File: src/design/aux_port_map.vh
// Register map and constants for the auxiliary three-pin port
`ifndef AUX_PORT_MAP_VH
`define AUX_PORT_MAP_VH
`define APC_CTRL_IDX       8'h89
`define APC_DATA_IDX       8'h80
`define APC_ISTAT_IDX      8'h84
`define APC_IMASK_IDX      8'h88
`define APC_CTRL_ADDR      10'h224
`define APC_DATA_ADDR      10'h200
`define APC_ISTAT_ADDR     10'h210
`define APC_IMASK_ADDR     10'h220
`define APC_CTRL_RESET     8'h07
`define APC_BIT_IWF        7
`define APC_BIT_OWF        6
`define APC_BIT_OVF        5
`define APC_BIT_PSP        4
`define APC_DIR_MSB        2
`define APC_WMASK          8'h37
`define APC_RESP_OKAY      2'h0
`define APC_RESP_SLVERR    2'h2
`endif

File: src/design/apc_aux_port.v
// Auxiliary three-pin port with slave-port status, AXI4-Lite registers
`timescale 1ns/1ps
`include "aux_port_map.vh"
module apc_aux_port #(
    parameter ADDR_W = 10,
    parameter PIN_N  = 3
) (
    // Clock and reset
    input  wire        aclk,
    input  wire        aresetn,
    // AXI4-Lite write
    input  wire [ADDR_W-1:0] s_awaddr,
    input  wire        s_awvalid,
    output reg         s_awready,
    input  wire [31:0] s_wdata,
    input  wire [3:0]  s_wstrb,
    input  wire        s_wvalid,
    output reg         s_wready,
    output reg  [1:0]  s_bresp,
    output reg         s_bvalid,
    input  wire        s_bready,
    // AXI4-Lite read
    input  wire [ADDR_W-1:0] s_araddr,
    input  wire        s_arvalid,
    output reg         s_arready,
    output reg  [31:0] s_rdata,
    output reg  [1:0]  s_rresp,
    output reg         s_rvalid,
    input  wire        s_rready,
    // Port pins: bit 2 chip select, bit 1 write strobe, bit 0 read strobe
    input  wire [2:0]  aux_port_in,
    output reg  [2:0]  aux_port_out,
    output reg  [2:0]  aux_port_oe_n,
    // Slave-port strobes, active low, decoded from the pins
    output reg         psp_wr_n,
    output reg         psp_rd_n,
    // Internal side of the slave port buffers
    input  wire        core_read_in,
    input  wire        core_write_out,
    // Interrupt
    output reg         irq
);
    reg  [7:0] ctrl_ff;
    reg  [2:0] pout_ff;
    reg        iwf_ff;
    reg        owf_ff;
    reg        ovf_ff;
    reg  [2:0] istat_ff;
    reg  [2:0] imask_ff;
    reg  [2:0] pin_q_ff;
    reg        aw_ok_ff;
    reg        w_ok_ff;
    reg  [ADDR_W-1:0] aw_ff;
    reg  [31:0] wd_ff;
    reg  [3:0] ws_ff;

    wire       psp_mode = ctrl_ff[`APC_BIT_PSP];
    wire [2:0] dir      = ctrl_ff[`APC_DIR_MSB:0];
    wire       sel_n    = aux_port_in[2];
    wire       wr_n     = aux_port_in[1];
    wire       rd_n     = aux_port_in[0];
    wire       pwr_act  = psp_mode & ~sel_n & ~wr_n;
    wire       prd_act  = psp_mode & ~sel_n & ~rd_n;
    reg  [2:0] pin_q_prev_ff;
    // Strobes act on their trailing (rising) edge, as a parallel slave
    // port does; select comes from the sample before that edge, since
    // the host may lift select and strobe in the same cycle
    wire       ext_wr   = psp_mode & ~pin_q_prev_ff[2] &
                          ~pin_q_prev_ff[1] & pin_q_ff[1];
    wire       ext_rd   = psp_mode & ~pin_q_prev_ff[2] &
                          ~pin_q_prev_ff[0] & pin_q_ff[0];
    // A write onto an unread word, unless the core empties it now
    wire       ext_ovf  = ext_wr & iwf_ff & ~core_read_in;

    // Only byte lane 0 carries data; upper bits read as zero.
    // Registers sit at word index times four, so the odd control
    // index still lands on an aligned word. Unaligned or unmapped
    // addresses answer SLVERR and change nothing.
    // One write and one read may be in flight; the readys stay low
    // until the response is taken, so a second request stalls until then.

    // Register selects
    localparam [2:0] SEL_NONE  = 3'h0;
    localparam [2:0] SEL_CTRL  = 3'h1;
    localparam [2:0] SEL_DATA  = 3'h2;
    localparam [2:0] SEL_ISTAT = 3'h3;
    localparam [2:0] SEL_IMASK = 3'h4;

    // Word index decode, shared by the write and read channels
    function [2:0] reg_dec;
        input [ADDR_W-1:0] a;
        begin
            if (a[1:0] != 2'h0) begin
                reg_dec = SEL_NONE;
            end else begin
                case (a[ADDR_W-1:2])
                    `APC_CTRL_IDX:  reg_dec = SEL_CTRL;
                    `APC_DATA_IDX:  reg_dec = SEL_DATA;
                    `APC_ISTAT_IDX: reg_dec = SEL_ISTAT;
                    `APC_IMASK_IDX: reg_dec = SEL_IMASK;
                    default:        reg_dec = SEL_NONE;
                endcase
            end
        end
    endfunction

    // Control register as software sees it; bit 3 is not implemented
    function [7:0] ctrl_view;
        input [7:0] c;
        input       iwf;
        input       owf;
        input       ovf;
        begin
            ctrl_view = {iwf, owf, ovf, c[`APC_BIT_PSP], 1'b0,
                         c[`APC_DIR_MSB:0]};
        end
    endfunction

    wire [2:0] aw_sel   = reg_dec(aw_ff);
    wire [2:0] ar_sel   = reg_dec(s_araddr);
    wire       do_wr    = aw_ok_ff & w_ok_ff & ~s_bvalid;
    wire       wr_ctrl  = do_wr & (aw_sel == SEL_CTRL) & ws_ff[0];
    wire       wr_data  = do_wr & (aw_sel == SEL_DATA) & ws_ff[0];
    wire       wr_ist   = do_wr & (aw_sel == SEL_ISTAT) & ws_ff[0];
    wire       wr_imk   = do_wr & (aw_sel == SEL_IMASK) & ws_ff[0];

    // Next values of the slave-port flags
    reg        nxt_iwf;
    reg        nxt_owf;
    reg        nxt_ovf;
    always @* begin
        nxt_iwf = iwf_ff;
        nxt_owf = owf_ff;
        nxt_ovf = ovf_ff;
        // Set wins over the core's read in the same cycle
        if (ext_wr) begin
            nxt_iwf = 1'b1;
        end else if (core_read_in) begin
            nxt_iwf = 1'b0;
        end
        // A fresh word wins over the host reading the old one
        if (core_write_out) begin
            nxt_owf = 1'b1;
        end else if (ext_rd) begin
            nxt_owf = 1'b0;
        end
        // Overflow only clears by software; a new event wins
        if (ext_ovf) begin
            nxt_ovf = 1'b1;
        end else if (wr_ctrl) begin
            nxt_ovf = wd_ff[`APC_BIT_OVF];
        end
    end

    // Per-pin enable; slave mode forces every pin to an input
    wire [PIN_N-1:0] nxt_oe_n;
    genvar gi;
    generate
        for (gi = 0; gi < PIN_N; gi = gi + 1) begin : g_pin
            assign nxt_oe_n[gi] = psp_mode | dir[gi];
        end
    endgenerate

    // Interrupt status: a new event wins over a software clear
    wire [2:0] ist_evt = {ext_ovf, ext_rd, ext_wr};
    wire [2:0] nxt_istat;
    generate
        for (gi = 0; gi < 3; gi = gi + 1) begin : g_ist
            assign nxt_istat[gi] = ist_evt[gi] |
                                   (istat_ff[gi] & ~(wr_ist & wd_ff[gi]));
        end
    endgenerate

    // Pin sampling; ext_wr and ext_rd look at the sampled copies, while psp_wr_n and psp_rd_n decode the raw pins
    always @(posedge aclk) begin
        if (!aresetn) begin
            pin_q_ff      <= 3'h7;
            pin_q_prev_ff <= 3'h7;
        end else begin
            pin_q_ff      <= aux_port_in;
            pin_q_prev_ff <= pin_q_ff;
        end
    end

    // Pin drivers; slave mode forces all pins to inputs
    always @(posedge aclk) begin
        if (!aresetn) begin
            aux_port_out  <= 3'h0;
            aux_port_oe_n <= 3'h7;
            psp_wr_n      <= 1'b1;
            psp_rd_n      <= 1'b1;
        end else begin
            aux_port_out  <= pout_ff;
            aux_port_oe_n <= nxt_oe_n;
            psp_wr_n      <= ~pwr_act;
            psp_rd_n      <= ~prd_act;
        end
    end

    // Control register and buffer flags
    always @(posedge aclk) begin
        if (!aresetn) begin
            ctrl_ff <= `APC_CTRL_RESET;
            pout_ff <= 3'h0;
            iwf_ff  <= 1'b0;
            owf_ff  <= 1'b0;
            ovf_ff  <= 1'b0;
        end else begin
            if (wr_ctrl) begin
                ctrl_ff <= wd_ff[7:0] & `APC_WMASK;
            end
            if (wr_data) begin
                pout_ff <= wd_ff[2:0];
            end
            iwf_ff <= nxt_iwf;
            owf_ff <= nxt_owf;
            ovf_ff <= nxt_ovf;
        end
    end

    // Interrupt status: 0 input full, 1 output read, 2 overflow
    always @(posedge aclk) begin
        if (!aresetn) begin
            istat_ff <= 3'h0;
            imask_ff <= 3'h0;
            irq      <= 1'b0;
        end else begin
            istat_ff <= nxt_istat;
            if (wr_imk) begin
                imask_ff <= wd_ff[2:0];
            end
            irq <= |(istat_ff & imask_ff);
        end
    end

    // AXI4-Lite write channel; address and data in either order
    always @(posedge aclk) begin
        if (!aresetn) begin
            s_awready <= 1'b1;
            s_wready  <= 1'b1;
            aw_ok_ff  <= 1'b0;
            w_ok_ff   <= 1'b0;
            aw_ff     <= {ADDR_W{1'b0}};
            wd_ff     <= 32'h0000_0000;
            ws_ff     <= 4'h0;
            s_bvalid  <= 1'b0;
            s_bresp   <= `APC_RESP_OKAY;
        end else begin
            if (s_awvalid && s_awready) begin
                aw_ff     <= s_awaddr;
                aw_ok_ff  <= 1'b1;
                s_awready <= 1'b0;
            end
            if (s_wvalid && s_wready) begin
                wd_ff    <= s_wdata;
                ws_ff    <= s_wstrb;
                w_ok_ff  <= 1'b1;
                s_wready <= 1'b0;
            end
            if (do_wr) begin
                s_bvalid <= 1'b1;
                // Unmapped writes are answered but store nothing
                s_bresp  <= (aw_sel != SEL_NONE) ? `APC_RESP_OKAY
                                                 : `APC_RESP_SLVERR;
                aw_ok_ff <= 1'b0;
                w_ok_ff  <= 1'b0;
            end
            if (s_bvalid && s_bready) begin
                s_bvalid  <= 1'b0;
                s_awready <= 1'b1;
                s_wready  <= 1'b1;
            end
        end
    end

    // AXI4-Lite read channel
    always @(posedge aclk) begin
        if (!aresetn) begin
            s_arready <= 1'b1;
            s_rvalid  <= 1'b0;
            s_rdata   <= 32'h0000_0000;
            s_rresp   <= `APC_RESP_OKAY;
        end else begin
            if (s_arvalid && s_arready) begin
                s_arready <= 1'b0;
                s_rvalid  <= 1'b1;
                s_rresp   <= (ar_sel != SEL_NONE) ? `APC_RESP_OKAY
                                                  : `APC_RESP_SLVERR;
                // Data reads return the sampled pins, not the latch
                case (ar_sel)
                    SEL_CTRL:  s_rdata <= {24'h0,
                                   ctrl_view(ctrl_ff, iwf_ff, owf_ff,
                                             ovf_ff)};
                    SEL_DATA:  s_rdata <= {29'h0, pin_q_ff};
                    SEL_ISTAT: s_rdata <= {29'h0, istat_ff};
                    SEL_IMASK: s_rdata <= {29'h0, imask_ff};
                    default:   s_rdata <= 32'h0000_0000;
                endcase
            end
            if (s_rvalid && s_rready) begin
                s_rvalid  <= 1'b0;
                s_arready <= 1'b1;
            end
        end
    end
endmodule

File: config.mk
export PLATFORM = sky130hd
export DESIGN_NAME = apc_aux_port
export DESIGN_NICKNAME = d
export VERILOG_FILES = /design/src/design/apc_aux_port.v
export VERILOG_INCLUDE_DIRS = /design/src /design/src/design
export SDC_FILE = /design/constraint.sdc
export NUM_CORES = 1
export LEC_CHECK = 0
export BUFFER_PORTS_ARGS = -buffer_cell sky130_fd_sc_hd__buf_4
export CORE_ASPECT_RATIO = 0.7
export CORE_MARGIN = 10
export CORE_UTILIZATION = 35
export DETAILED_ROUTE_END_ITERATION = 16
export MAX_ROUTING_LAYER = met4
export PLACE_DENSITY_LB_ADDON = 0.05
export SETUP_SLACK_MARGIN = 0.05
export SYNTH_ARGS = -nofsm -noshare
export SYNTH_HDL_FRONTEND = slang
export SYNTH_SLANG_ARGS = --single-unit
File: constraint.sdc
create_clock -name aclk -period 2.25 [get_ports aclk]
set_input_delay 0.1125 -clock aclk [delete_from_list [all_inputs] [get_ports aclk]]
set_output_delay 0.1125 -clock aclk [all_outputs]
set_load 0.005 [all_outputs]
==> reports/metrics.yaml, run 1 <==
outcome: "completed"
min_delay_worst_endpoint: "s_arready$_SDFFE_PP1P_"
port_buffers: 60
met2_wirelength_mm: 2.53
drtAntennaViolNets: 0
synth_adder_area_share_pct: 0
synth.avg_cell_area_sq_um: 9.53
cp_num_buf_inv: 0
postCtsSetupBuffers: 0
finalNetCount: 411
htree_num_levels: 3
synth_compound_area_share_pct: 12.5
critPathSlowestCell: "nor4_4"
antenna_found_initial: 0
synth_xor_xnor_area_share_pct: 0
async_flop_share_pct: 0
synth_area_sq_mm: 0.00265
max_cap_viol_count: 0
start_kind: "register"
via_per_inst: 4.35
r2r_end: "imask_ff[2]$_SDFFE_PN0P_"
clock_latency_ps: 330
grt_setup_unrepaired: "false"
tns_ps: 0
wirelength_mm: 6.30
slew_viol_final: 0
die_h_um: 92.8
critPathCaptureType: "register"
std_cell_rows: 26
rrSetupSlack_ps: 750
min_path_cells: 3
irDropWorstVdd_uv: 318
cts_root_buf: "clkbuf_8"
critical_path_class: "reg -> reg"
cts_buffer_depth: 2
placed_area_sq_mm: 0.00308
ys_warn_count: 0
synth_seq_cells: 63
dp_hpwl_mm: 4.89
first_pass_iters: 4
grt_usage_pct: 11.2
fin_crit_sh_pct: 66.8
cts_resized: 0
skew_ps: 5.22
hp-class: "in -> reg"
synth_cell_types: 45
grt_pass1_vias: 1924
top_layer: "met3"
gp_congestion: 0.798
via_count: 1934
cts.sinks: 63
drtIter0Drc: 71
synth_flop_cell: "dfxtp_1"
ff2ff_path_depth: 4
grt_overflow: 0
seq_area_frac_synth_pct: 47.6
dieArea_sq_mm: 0.0115
die_w_um: 124
core_sq_mm: 0.00732
clkTransAtPathRegs_ps: 60
stdcell_area_sq_mm: 0.00333
pin_count: 118
period_needed_ps: 1500
hold_slack_ps: 19.8
antenna_cells: 0
routedWlPerCell_um: 14.2
path_max_fanout: 4
cp.required_ps: 2510
drc: 0
synthMuxAreaShare_pct: 6.52
min-delay-start: "s_rready"
r2r_start: "aw_ff[3]$_SDFFE_PN0P_"
start_util_pct: 36.2
synth-simple-area-share_pct: 22.5
hold_viol_final: 0
synthCells: 278
cp_data_arrival_time_ps: 1760
cp_top_family: "simple AND/OR/NAND/NOR gates"
syn_to_final_growth_pct: 25.7
max_freq_mhz: 665
pwr_density_cell_mw_per_mm2: 727
p_leak_nw: 1.50
grt_max_degree: 38
met1_length_mm: 3.32
slowest_delay_ps: 400
cts_tree: "yes"
synth_top_family_by_area: "simple AND/OR/NAND/NOR gates"
wl_met3_um: 450
setup_violations: 0
grt_pass1_wl_mm: 9.78
path_cells: "nor4_4, nand4_1, nor2_2, mux2i_1"
drive_gt1_share_pct: 24.8
synth_edf_count: 0
cts_buffers: 9
final_util_pct: 45.5
repair_timing:
| action | in CTS | in global routing |
|---|---|---|
| hold endpoints to repair | 6 | 0 |
| setup endpoints to repair | 0 | 0 |
| hold buffers | 4 | 0 |
logic make-up (layout without fill, tap and decap cells):
logic type             after synthesis  count (layout)
DFF                                 63              63
other                                1              27
buffers and inverters               45              88
AOI/OAI and AO/OA                   47              47
muxes                               17              17
and+or+nand+nor                    105             105
power by group:
part	switching, mW	internal (mW)
sequential	0.0303	1.15
combinational	0.0938	0.103
clock	0.400	0.644
total	0.524	1.90
synthesized netlist by cell type, drive strengths merged (2+ instances only):
library cell | count | share of area (%)
nor3b | 4 | 1.3
a22o | 4 | 1.3
nand4 | 3 | 0.94
inv | 7 | 0.99
nor2b | 9 | 2.1
mux2 | 2 | 0.85
o21ai | 10 | 1.9
and3b | 2 | 0.66
mux2i | 15 | 5.7
a21oi | 5 | 0.94
clkbuf | 7 | 0.99
nor2 | 3 | 0.52
nand2 | 46 | 6.8
a32oi | 3 | 0.99
dfxtp | 63 | 48
a21boi | 19 | 5.4
buf | 31 | 8.7
and3 | 4 | 0.99
o21a | 2 | 0.57
and4 | 2 | 0.76
and2 | 4 | 0.94
nand3 | 8 | 1.5
nand2b | 13 | 3.1
cell usage in the layout, fill, tap and decap left out, drive strengths merged, types with 2 or more instances in the layout:
cell type / n
bufinv: 2
nor3b: 4
buf: 62
nand2b: 13
mux2i: 15
nor2b: 9
and2: 4
o21ai: 10
a32oi: 3
and3: 4
a21boi: 19
conb: 27
a21oi: 5
dfxtp: 63
dlygate4sd3: 4
nand4: 3
mux2: 2
clkbuf: 11
and4: 2
inv: 7
nor2: 3
nand3: 8
o21a: 2
clkinv: 2
a22o: 4
and3b: 2
nand2: 46
metal layers:
metal / vias to the layer above / global-route usage [%]
li1: 1028 / -
met1: 845 / 15.4
met2: 61 / 14.4
met3: 0 / 4.79
met4: 0 / 2.58
met5: - / -
metrics by stage:
| stage | power (mW) | instances | worst slack [ps] |
|---|---|---|---|
| 2_1_floorplan | 1.34 | 304 | 954 |
| 5_1_grt | 2.55 | 445 | 602 |
| 4_1_cts | 2.46 | 445 | 717 |
| 3_5_place_dp | 1.40 | 426 | 737 |
| 3_3_place_gp | 1.40 | 426 | 746 |
| 6_report | 2.42 | 445 | 747 |
flip-flops by register name, summed over array words and instances (netlist names), 4 cells and up:
signal   cells
aw_ff       10
ctrl_ff      4
wd_ff        5
s_rdata      7
worst reg2reg max path, stage by stage, from the launching register on:
cell	delay, ps
dfxtp_1	370
nor4_4	400
nand4_1	190
nor2_2	270
mux2i_1	200
area by class of cell:
| class | instances | area, sq um |
|---|---|---|
| fill | 759 | 3990 |
| sequential | 63 | 1260 |
| multi-input combinational | 196 | 1200 |
| timing repair buffer | 66 | 505 |
| clock buffer | 11 | 141 |
| tap | 98 | 123 |
| clock inverter | 4 | 70.1 |
| inverter | 7 | 26.3 |
how the worst max path moves through the flow:
stage / slack (ps) / cells after the start / from / end
after floorplan: 950 / 4 / aw_ff[3]$_SDFFE_PN0P_ / istat_ff[1]$_SDFF_PN0_
after global placement: 750 / 4 / aw_ff[3]$_SDFFE_PN0P_ / imask_ff[2]$_SDFFE_PN0P_
after detailed placement: 740 / 4 / aw_ff[3]$_SDFFE_PN0P_ / imask_ff[2]$_SDFFE_PN0P_
after CTS: 720 / 4 / aw_ff[3]$_SDFFE_PN0P_ / imask_ff[2]$_SDFFE_PN0P_
after global routing: 600 / 4 / aw_ff[3]$_SDFFE_PN0P_ / imask_ff[1]$_SDFFE_PN0P_
final: 750 / 4 / aw_ff[3]$_SDFFE_PN0P_ / imask_ff[2]$_SDFFE_PN0P_
No activity file was read; power rests on OpenSTA's default activity.
==> run 2, diff against run 1 <==
Clock period 2.25 ns to 1.5 ns, I/O delays scaled along.
==> run 2 against run 1 <==
Net effect:
- utilization up 1.9 points
- register-to-register slack got worse by 650 ps
- count of clock-buffer cells in the layout is 2 higher
- fmax grew 7.0%
- sequential share of layout area shrank 1.5 points
- non-clock buffer count grew 15
- worst hold slack got worse by 8.8 ps
- flip-flop and latch count is the same
- via count is 6.0% higher
==> reports/metrics.yaml, run 2 (synthesis gave the netlist of run 1 again) <==
cts_root_buf: "clkbuf_8"
setup_violations: 0  # unchanged
period_needed_ps: 1410  # -98.2 ps
start_util_pct: 36.2  # unchanged
pwr_density_cell_mw_per_mm2: 1020  # +40%
met2_wirelength_mm: 2.65  # +4.5%
cp_data_arrival_time_ps: 1670  # -90 ps
path_max_fanout: 4  # unchanged
grt_max_degree: 31  # -18%
via_count: 2050  # +6.0%
die_h_um: 92.8  # unchanged
cts.sinks: 63  # unchanged
largest-register: "aw_ff"
dp_hpwl_mm: 4.93  # +0.79%
drtAntennaViolNets: 0  # unchanged
drive_gt1_share_pct: 24.8  # about the same
gp_congestion: 0.802  # +0.44%
tns_ps: 0  # unchanged
start_kind: "register"
crit_start: "aw_ff[8]$_SDFFE_PN0P_"
largest_register_ffs: 10  # unchanged
hp-class: "in -> reg"
critPathCaptureType: "register"
cts_buffer_depth: 2  # unchanged
crit_path_end: "imask_ff[0]$_SDFFE_PN0P_"
grt_overflow: 0  # unchanged
critical_path_class: "reg -> reg"
dp_slack_ps: 42.9  # -694 ps
first_pass_iters: 4  # unchanged
max_freq_mhz: 712  # +7.0%
hold_viol_final: 0  # unchanged
dieArea_sq_mm: 0.0115  # unchanged
clkTransAtPathRegs_ps: 70  # about the same
grt_usage_pct: 11.9  # +0.72 points
wirelength_mm: 6.62  # +5.0%
syn_to_final_growth_pct: 31.1
slowest_delay_ps: 340  # -60 ps
port_buffers: 60  # unchanged
antenna_found_initial: 0  # unchanged
routedWlPerCell_um: 14.4  # +1.3%
grt_setup_unrepaired: "true"
top_layer: "met4"
final_util_pct: 47.4  # +1.9 points
drtIter0Drc: 90  # +27%
grt_pass1_vias: 2056  # +6.9%
irDropWorstVdd_uv: 435  # +37%
met1_length_mm: 3.42  # +3.0%
rrSetupSlack_ps: 90  # -650 ps
r2r_start: "aw_ff[8]$_SDFFE_PN0P_"
critPathSlowestCell: "dfxtp_2"
reg_top3: "aw_ff (10), s_rdata (7), wd_ff (5)"
outcome: "completed"
ff2ff_path_depth: 5  # +1
layout_commonest_cell: "buf_4"
antenna_cells: 0  # unchanged
pin_count: 118  # unchanged
max_cap_viol_count: 0  # unchanged
finalNetCount: 426  # +3.6%
fin_crit_sh_pct: 93.7  # +27 points
std_cell_rows: 26  # unchanged
cp.required_ps: 1760  # -750 ps
grt_pass1_wl_mm: 10.4  # +6.3%
core_sq_mm: 0.00732  # unchanged
die_w_um: 124  # unchanged
wl_met3_um: 475  # +5.6%
skew_ps: 8.88  # +3.65 ps
slew_viol_final: 0  # unchanged
setup_ws_ps: 94.9  # -652 ps
r2r_end: "imask_ff[0]$_SDFFE_PN0P_"
hold_slack_ps: 11.1  # -8.78 ps
drc: 0  # unchanged
most-common-layout-cells: "buf_4, dfxtp_1, nand2_1, conb_1, a21boi_0"
cts_buffers: 9  # unchanged
clock_latency_ps: 330  # about the same
path_cells: "nor4_4, buf_4, nand4_1, nor2_4, mux2i_1"
p_leak_nw: 1.56  # +3.7%
via_per_inst: 4.45  # +2.3%
cts_tree: "yes"
htree_num_levels: 3  # unchanged
## run 2: metrics by stage
stage                     cell area, sq um  cells  power [mW]
after floorplan                       2750    304        2.01
after global placement                3090    428        2.10
after detailed placement              3090    428        2.10
after CTS                             3450    460        3.58
after global routing                  3470    461        3.72
final                                 3470    461        3.54
## run 2: power by group
group / switching [mW] / leakage (nW) / internal (mW)
clock: 0.623 / 0.0936 / 0.812
combinational: 0.154 / 0.951 / 0.184
sequential: 0.0452 / 0.514 / 1.73
## run 2: critical path: cells and delay by family (launching register included)
| kind | cells | cell delay, ps |
|---|---|---|
| multiplexers | 1 | 190 |
| AND/OR/NAND/NOR | 3 | 620 |
| buffers and inverters | 1 | 180 |
| flip-flops | 1 | 340 |
## run 2: metal layers
metal | up-vias | global-route usage (%)
met5 | - | -
met4 | 0 | 3.44
met3 | 9 | 4.43
met2 | 68 | 15.9
met1 | 916 | 16.1
li1 | 1057 | -
## run 2: repair_timing
item | CTS | global route
pin swaps | 0 | 2
setup endpoints to repair | 3 | 10
hold buffers | 16 | 0
gates resized for setup | 1 | 3
hold endpoints to repair | 18 | 0
buffers inserted | 0 | 1
## run 2: worst min path at each step
stage	from	endpoint	slack (ps)	cells after the start
6_report	s_awaddr[6]	aw_ff[6]$_SDFFE_PN0P_	10	3
5_1_grt	s_awaddr[6]	aw_ff[6]$_SDFFE_PN0P_	6	3
3_3_place_gp	aux_port_in[0]	pin_q_ff[0]$_SDFF_PN1_	270	2
2_1_floorplan	s_awvalid	s_awready$_SDFFE_PP1P_	180	1
4_1_cts	s_wdata[1]	wd_ff[1]$_SDFFE_PN0P_	3	3
3_5_place_dp	aux_port_in[2]	pin_q_ff[2]$_SDFF_PN1_	280	2
## run 2: layout make-up
| class | count | area, sq um |
|---|---|---|
| clock inverter | 3 | 42.5 |
| tap | 98 | 123 |
| multi-input combinational | 196 | 1220 |
| clock buffer | 13 | 149 |
| timing repair buffer | 81 | 648 |
| fill | 747 | 3850 |
| sequential | 63 | 1260 |
| inverter | 7 | 26.3 |
==> run 3, diff against run 2 <==
==> constraint.sdc (replaced) <==
create_clock -name aclk -period 1.5 [get_ports aclk]
set_input_delay 0 -clock aclk [delete_from_list [all_inputs] [get_ports aclk]]
set_output_delay 0 -clock aclk [all_outputs]
set_load 0.005 [all_outputs]
==> run 3 against run 2 <==
Net effect:
- wire length fell by 1.7%
- global-route usage fell by 0.070 points
- first-iteration DRC count fell by 24%
- worst hold slack improved by 5.1 ps
==> reports/metrics.yaml, run 3 (synthesis gave the netlist of run 1 again) <==
cts.sinks: 63  # unchanged
grt_max_degree: 33  # +6.5%
slew_viol_final: 0  # unchanged
regArea_sq_mm: 0.00126  # about the same
critical_path_class: "reg -> reg"
max_cap_viol_count: 0  # unchanged
layout_commonest_cell: "buf_4"
most-common-layout-cells: "buf_4, dfxtp_1, nand2_1, dlygate4sd3_1, conb_1"
stdcell_area_sq_mm: 0.00360  # +3.7%
hold_viol_final: 0  # unchanged
drtIter0Drc: 68  # -24%
fin_crit_sh_pct: 96.7  # +3.0 points
cts_root_buf: "clkbuf_8"
clock_latency_ps: 340  # about the same
met1_length_mm: 3.35  # -1.9%
drc: 0  # unchanged
htree_num_levels: 3  # unchanged
routedWlPerCell_um: 13.8  # -3.8%
postCtsSetupBuffers: 0  # unchanged
largest-register: "aw_ff"
max_freq_mhz: 689  # -3.1%
grt_usage_pct: 11.8  # -0.070 points
layout.cells.non_filler: 471  # +2.2%
pin_count: 118  # unchanged
met2_wirelength_mm: 2.65  # +0.15%
cts_tree: "yes"
largest_register_ffs: 10  # unchanged
cts_buffers: 9  # unchanged
start_kind: "register"
syn_to_final_growth_pct: 35.9
wl_met3_um: 468  # -1.5%
die_w_um: 124  # unchanged
std_cell_rows: 26  # unchanged
drive_gt1_share_pct: 24.1  # -0.66 points
n_fill_cell: 734  # -1.7%
setup_violations: 0  # unchanged
r2r_end: "istat_ff[1]$_SDFF_PN0_"
core_sq_mm: 0.00732  # unchanged
grt_pass1_wl_mm: 10.5  # +1.3%
first_pass_iters: 4  # unchanged
cts_buffer_depth: 2  # unchanged
path_max_fanout: 4  # unchanged
finalNetCount: 437  # +2.6%
critPathCaptureType: "register"
placed_area_sq_mm: 0.00309  # unchanged
skew_ps: 6.61  # -2.27 ps
outcome: "completed"
grt_overflow: 0  # unchanged
gp_congestion: 0.797  # -0.61%
p_leak_nw: 1.61  # +3.5%
die_h_um: 92.8  # unchanged
port_buffers: 60  # unchanged
clkTransAtPathRegs_ps: 60  # about the same
grt_pass1_vias: 2122  # +3.2%
pwr_density_cell_mw_per_mm2: 1030  # +0.80%
drtAntennaViolNets: 0  # unchanged
r2r_start: "aw_ff[8]$_SDFFE_PN0P_"
min_delay_worst_endpoint: "pin_q_prev_ff[1]$_SDFF_PN1_"
min-delay-start: "aresetn"
irDropWorstVdd_uv: 522  # +20%
dpl.cell_count: 428  # unchanged
via_count: 2055  # +0.24%
antenna_cells: 0  # unchanged
antenna_found_initial: 0  # unchanged
wirelength_mm: 6.51  # -1.7%
dieArea_sq_mm: 0.0115  # unchanged
start_util_pct: 36.2  # unchanged
min_path_cells: 2  # -1
multiInputGateArea_sq_mm: 0.00122  # -0.41%
reg_top3: "aw_ff (10), s_rdata (7), wd_ff (5)"
rrSetupSlack_ps: 50  # -50 ps
period_needed_ps: 1450  # +45.5 ps
via_per_inst: 4.36  # -1.9%
cp_data_arrival_time_ps: 1680  # about the same
hp-class: "in -> reg"
top_layer: "met4"
cp.required_ps: 1730  # -30 ps
ff2ff_path_depth: 4  # -1
dp_hpwl_mm: 4.85  # -1.7%
grt_setup_unrepaired: "true"
==> run 3: worst max-delay path: stages (launching register included) <==
cell	delay, ps
dfxtp_2	340
nor4_4	420
and4_4	330
nand4_1	90
and3_1	170
==> run 3: where the power goes <==
part	total, mW	internal (mW)	switching (mW)
clock	1.58	0.966	0.611
sequential	1.77	1.73	0.0450
combinational	0.356	0.201	0.155
==> run 3: routing by layer <==
metal	GRT usage [%]	up-vias
li1	-	1077
met1	15.7	916
met2	16.0	58
met3	4.85	4
met4	3.15	0
met5	-	-
==> run 3: final cells by class <==
| type | instances | area share (%) |
|---|---|---|
| clock buffer | 11 | 3.93 |
| clock inverter | 4 | 1.95 |
| inverter | 7 | 0.730 |
| multi-input combinational | 196 | 33.8 |
| sequential | 63 | 35.1 |
| tap | 98 | 3.41 |
| timing repair buffer | 92 | 21.1 |
==> run 3: worst max-delay path by stage <==
stage | start | endpoint
floorplan | aw_ff[3]$_SDFFE_PN0P_ | istat_ff[1]$_SDFF_PN0_
global placement | aw_ff[3]$_SDFFE_PN0P_ | imask_ff[2]$_SDFFE_PN0P_
detailed placement | aw_ff[3]$_SDFFE_PN0P_ | imask_ff[0]$_SDFFE_PN0P_
CTS | aw_ff[3]$_SDFFE_PN0P_ | imask_ff[2]$_SDFFE_PN0P_
global route | aw_ff[8]$_SDFFE_PN0P_ | imask_ff[0]$_SDFFE_PN0P_
finish | aw_ff[8]$_SDFFE_PN0P_ | istat_ff[1]$_SDFF_PN0_
==> run 3: repair_timing <==
action                                  4_1_cts  5_1_grt
hold endpoints to repair                     30        0
hold buffers                                 28        0
resized for setup                             1        3
cloned                                        0        0
pin swaps                                     0        3
endpoints found under the setup margin        3       10
==> run 3: through the flow <==
stage               utilization, %  setup WS, ps  power [mW]  setup TNS [ps]  hold slack [ps]
finish                        49.2          49.4        3.70               0             16.2
global route                  49.2         -25.2        3.88           -53.4             12.5
CTS                           49.0          60.3        3.75               0             7.66
detailed placement            42.3          57.2        2.10               0              202
global placement              42.3          68.2        2.10               0              196
floorplan                        -           204        2.01               0              100
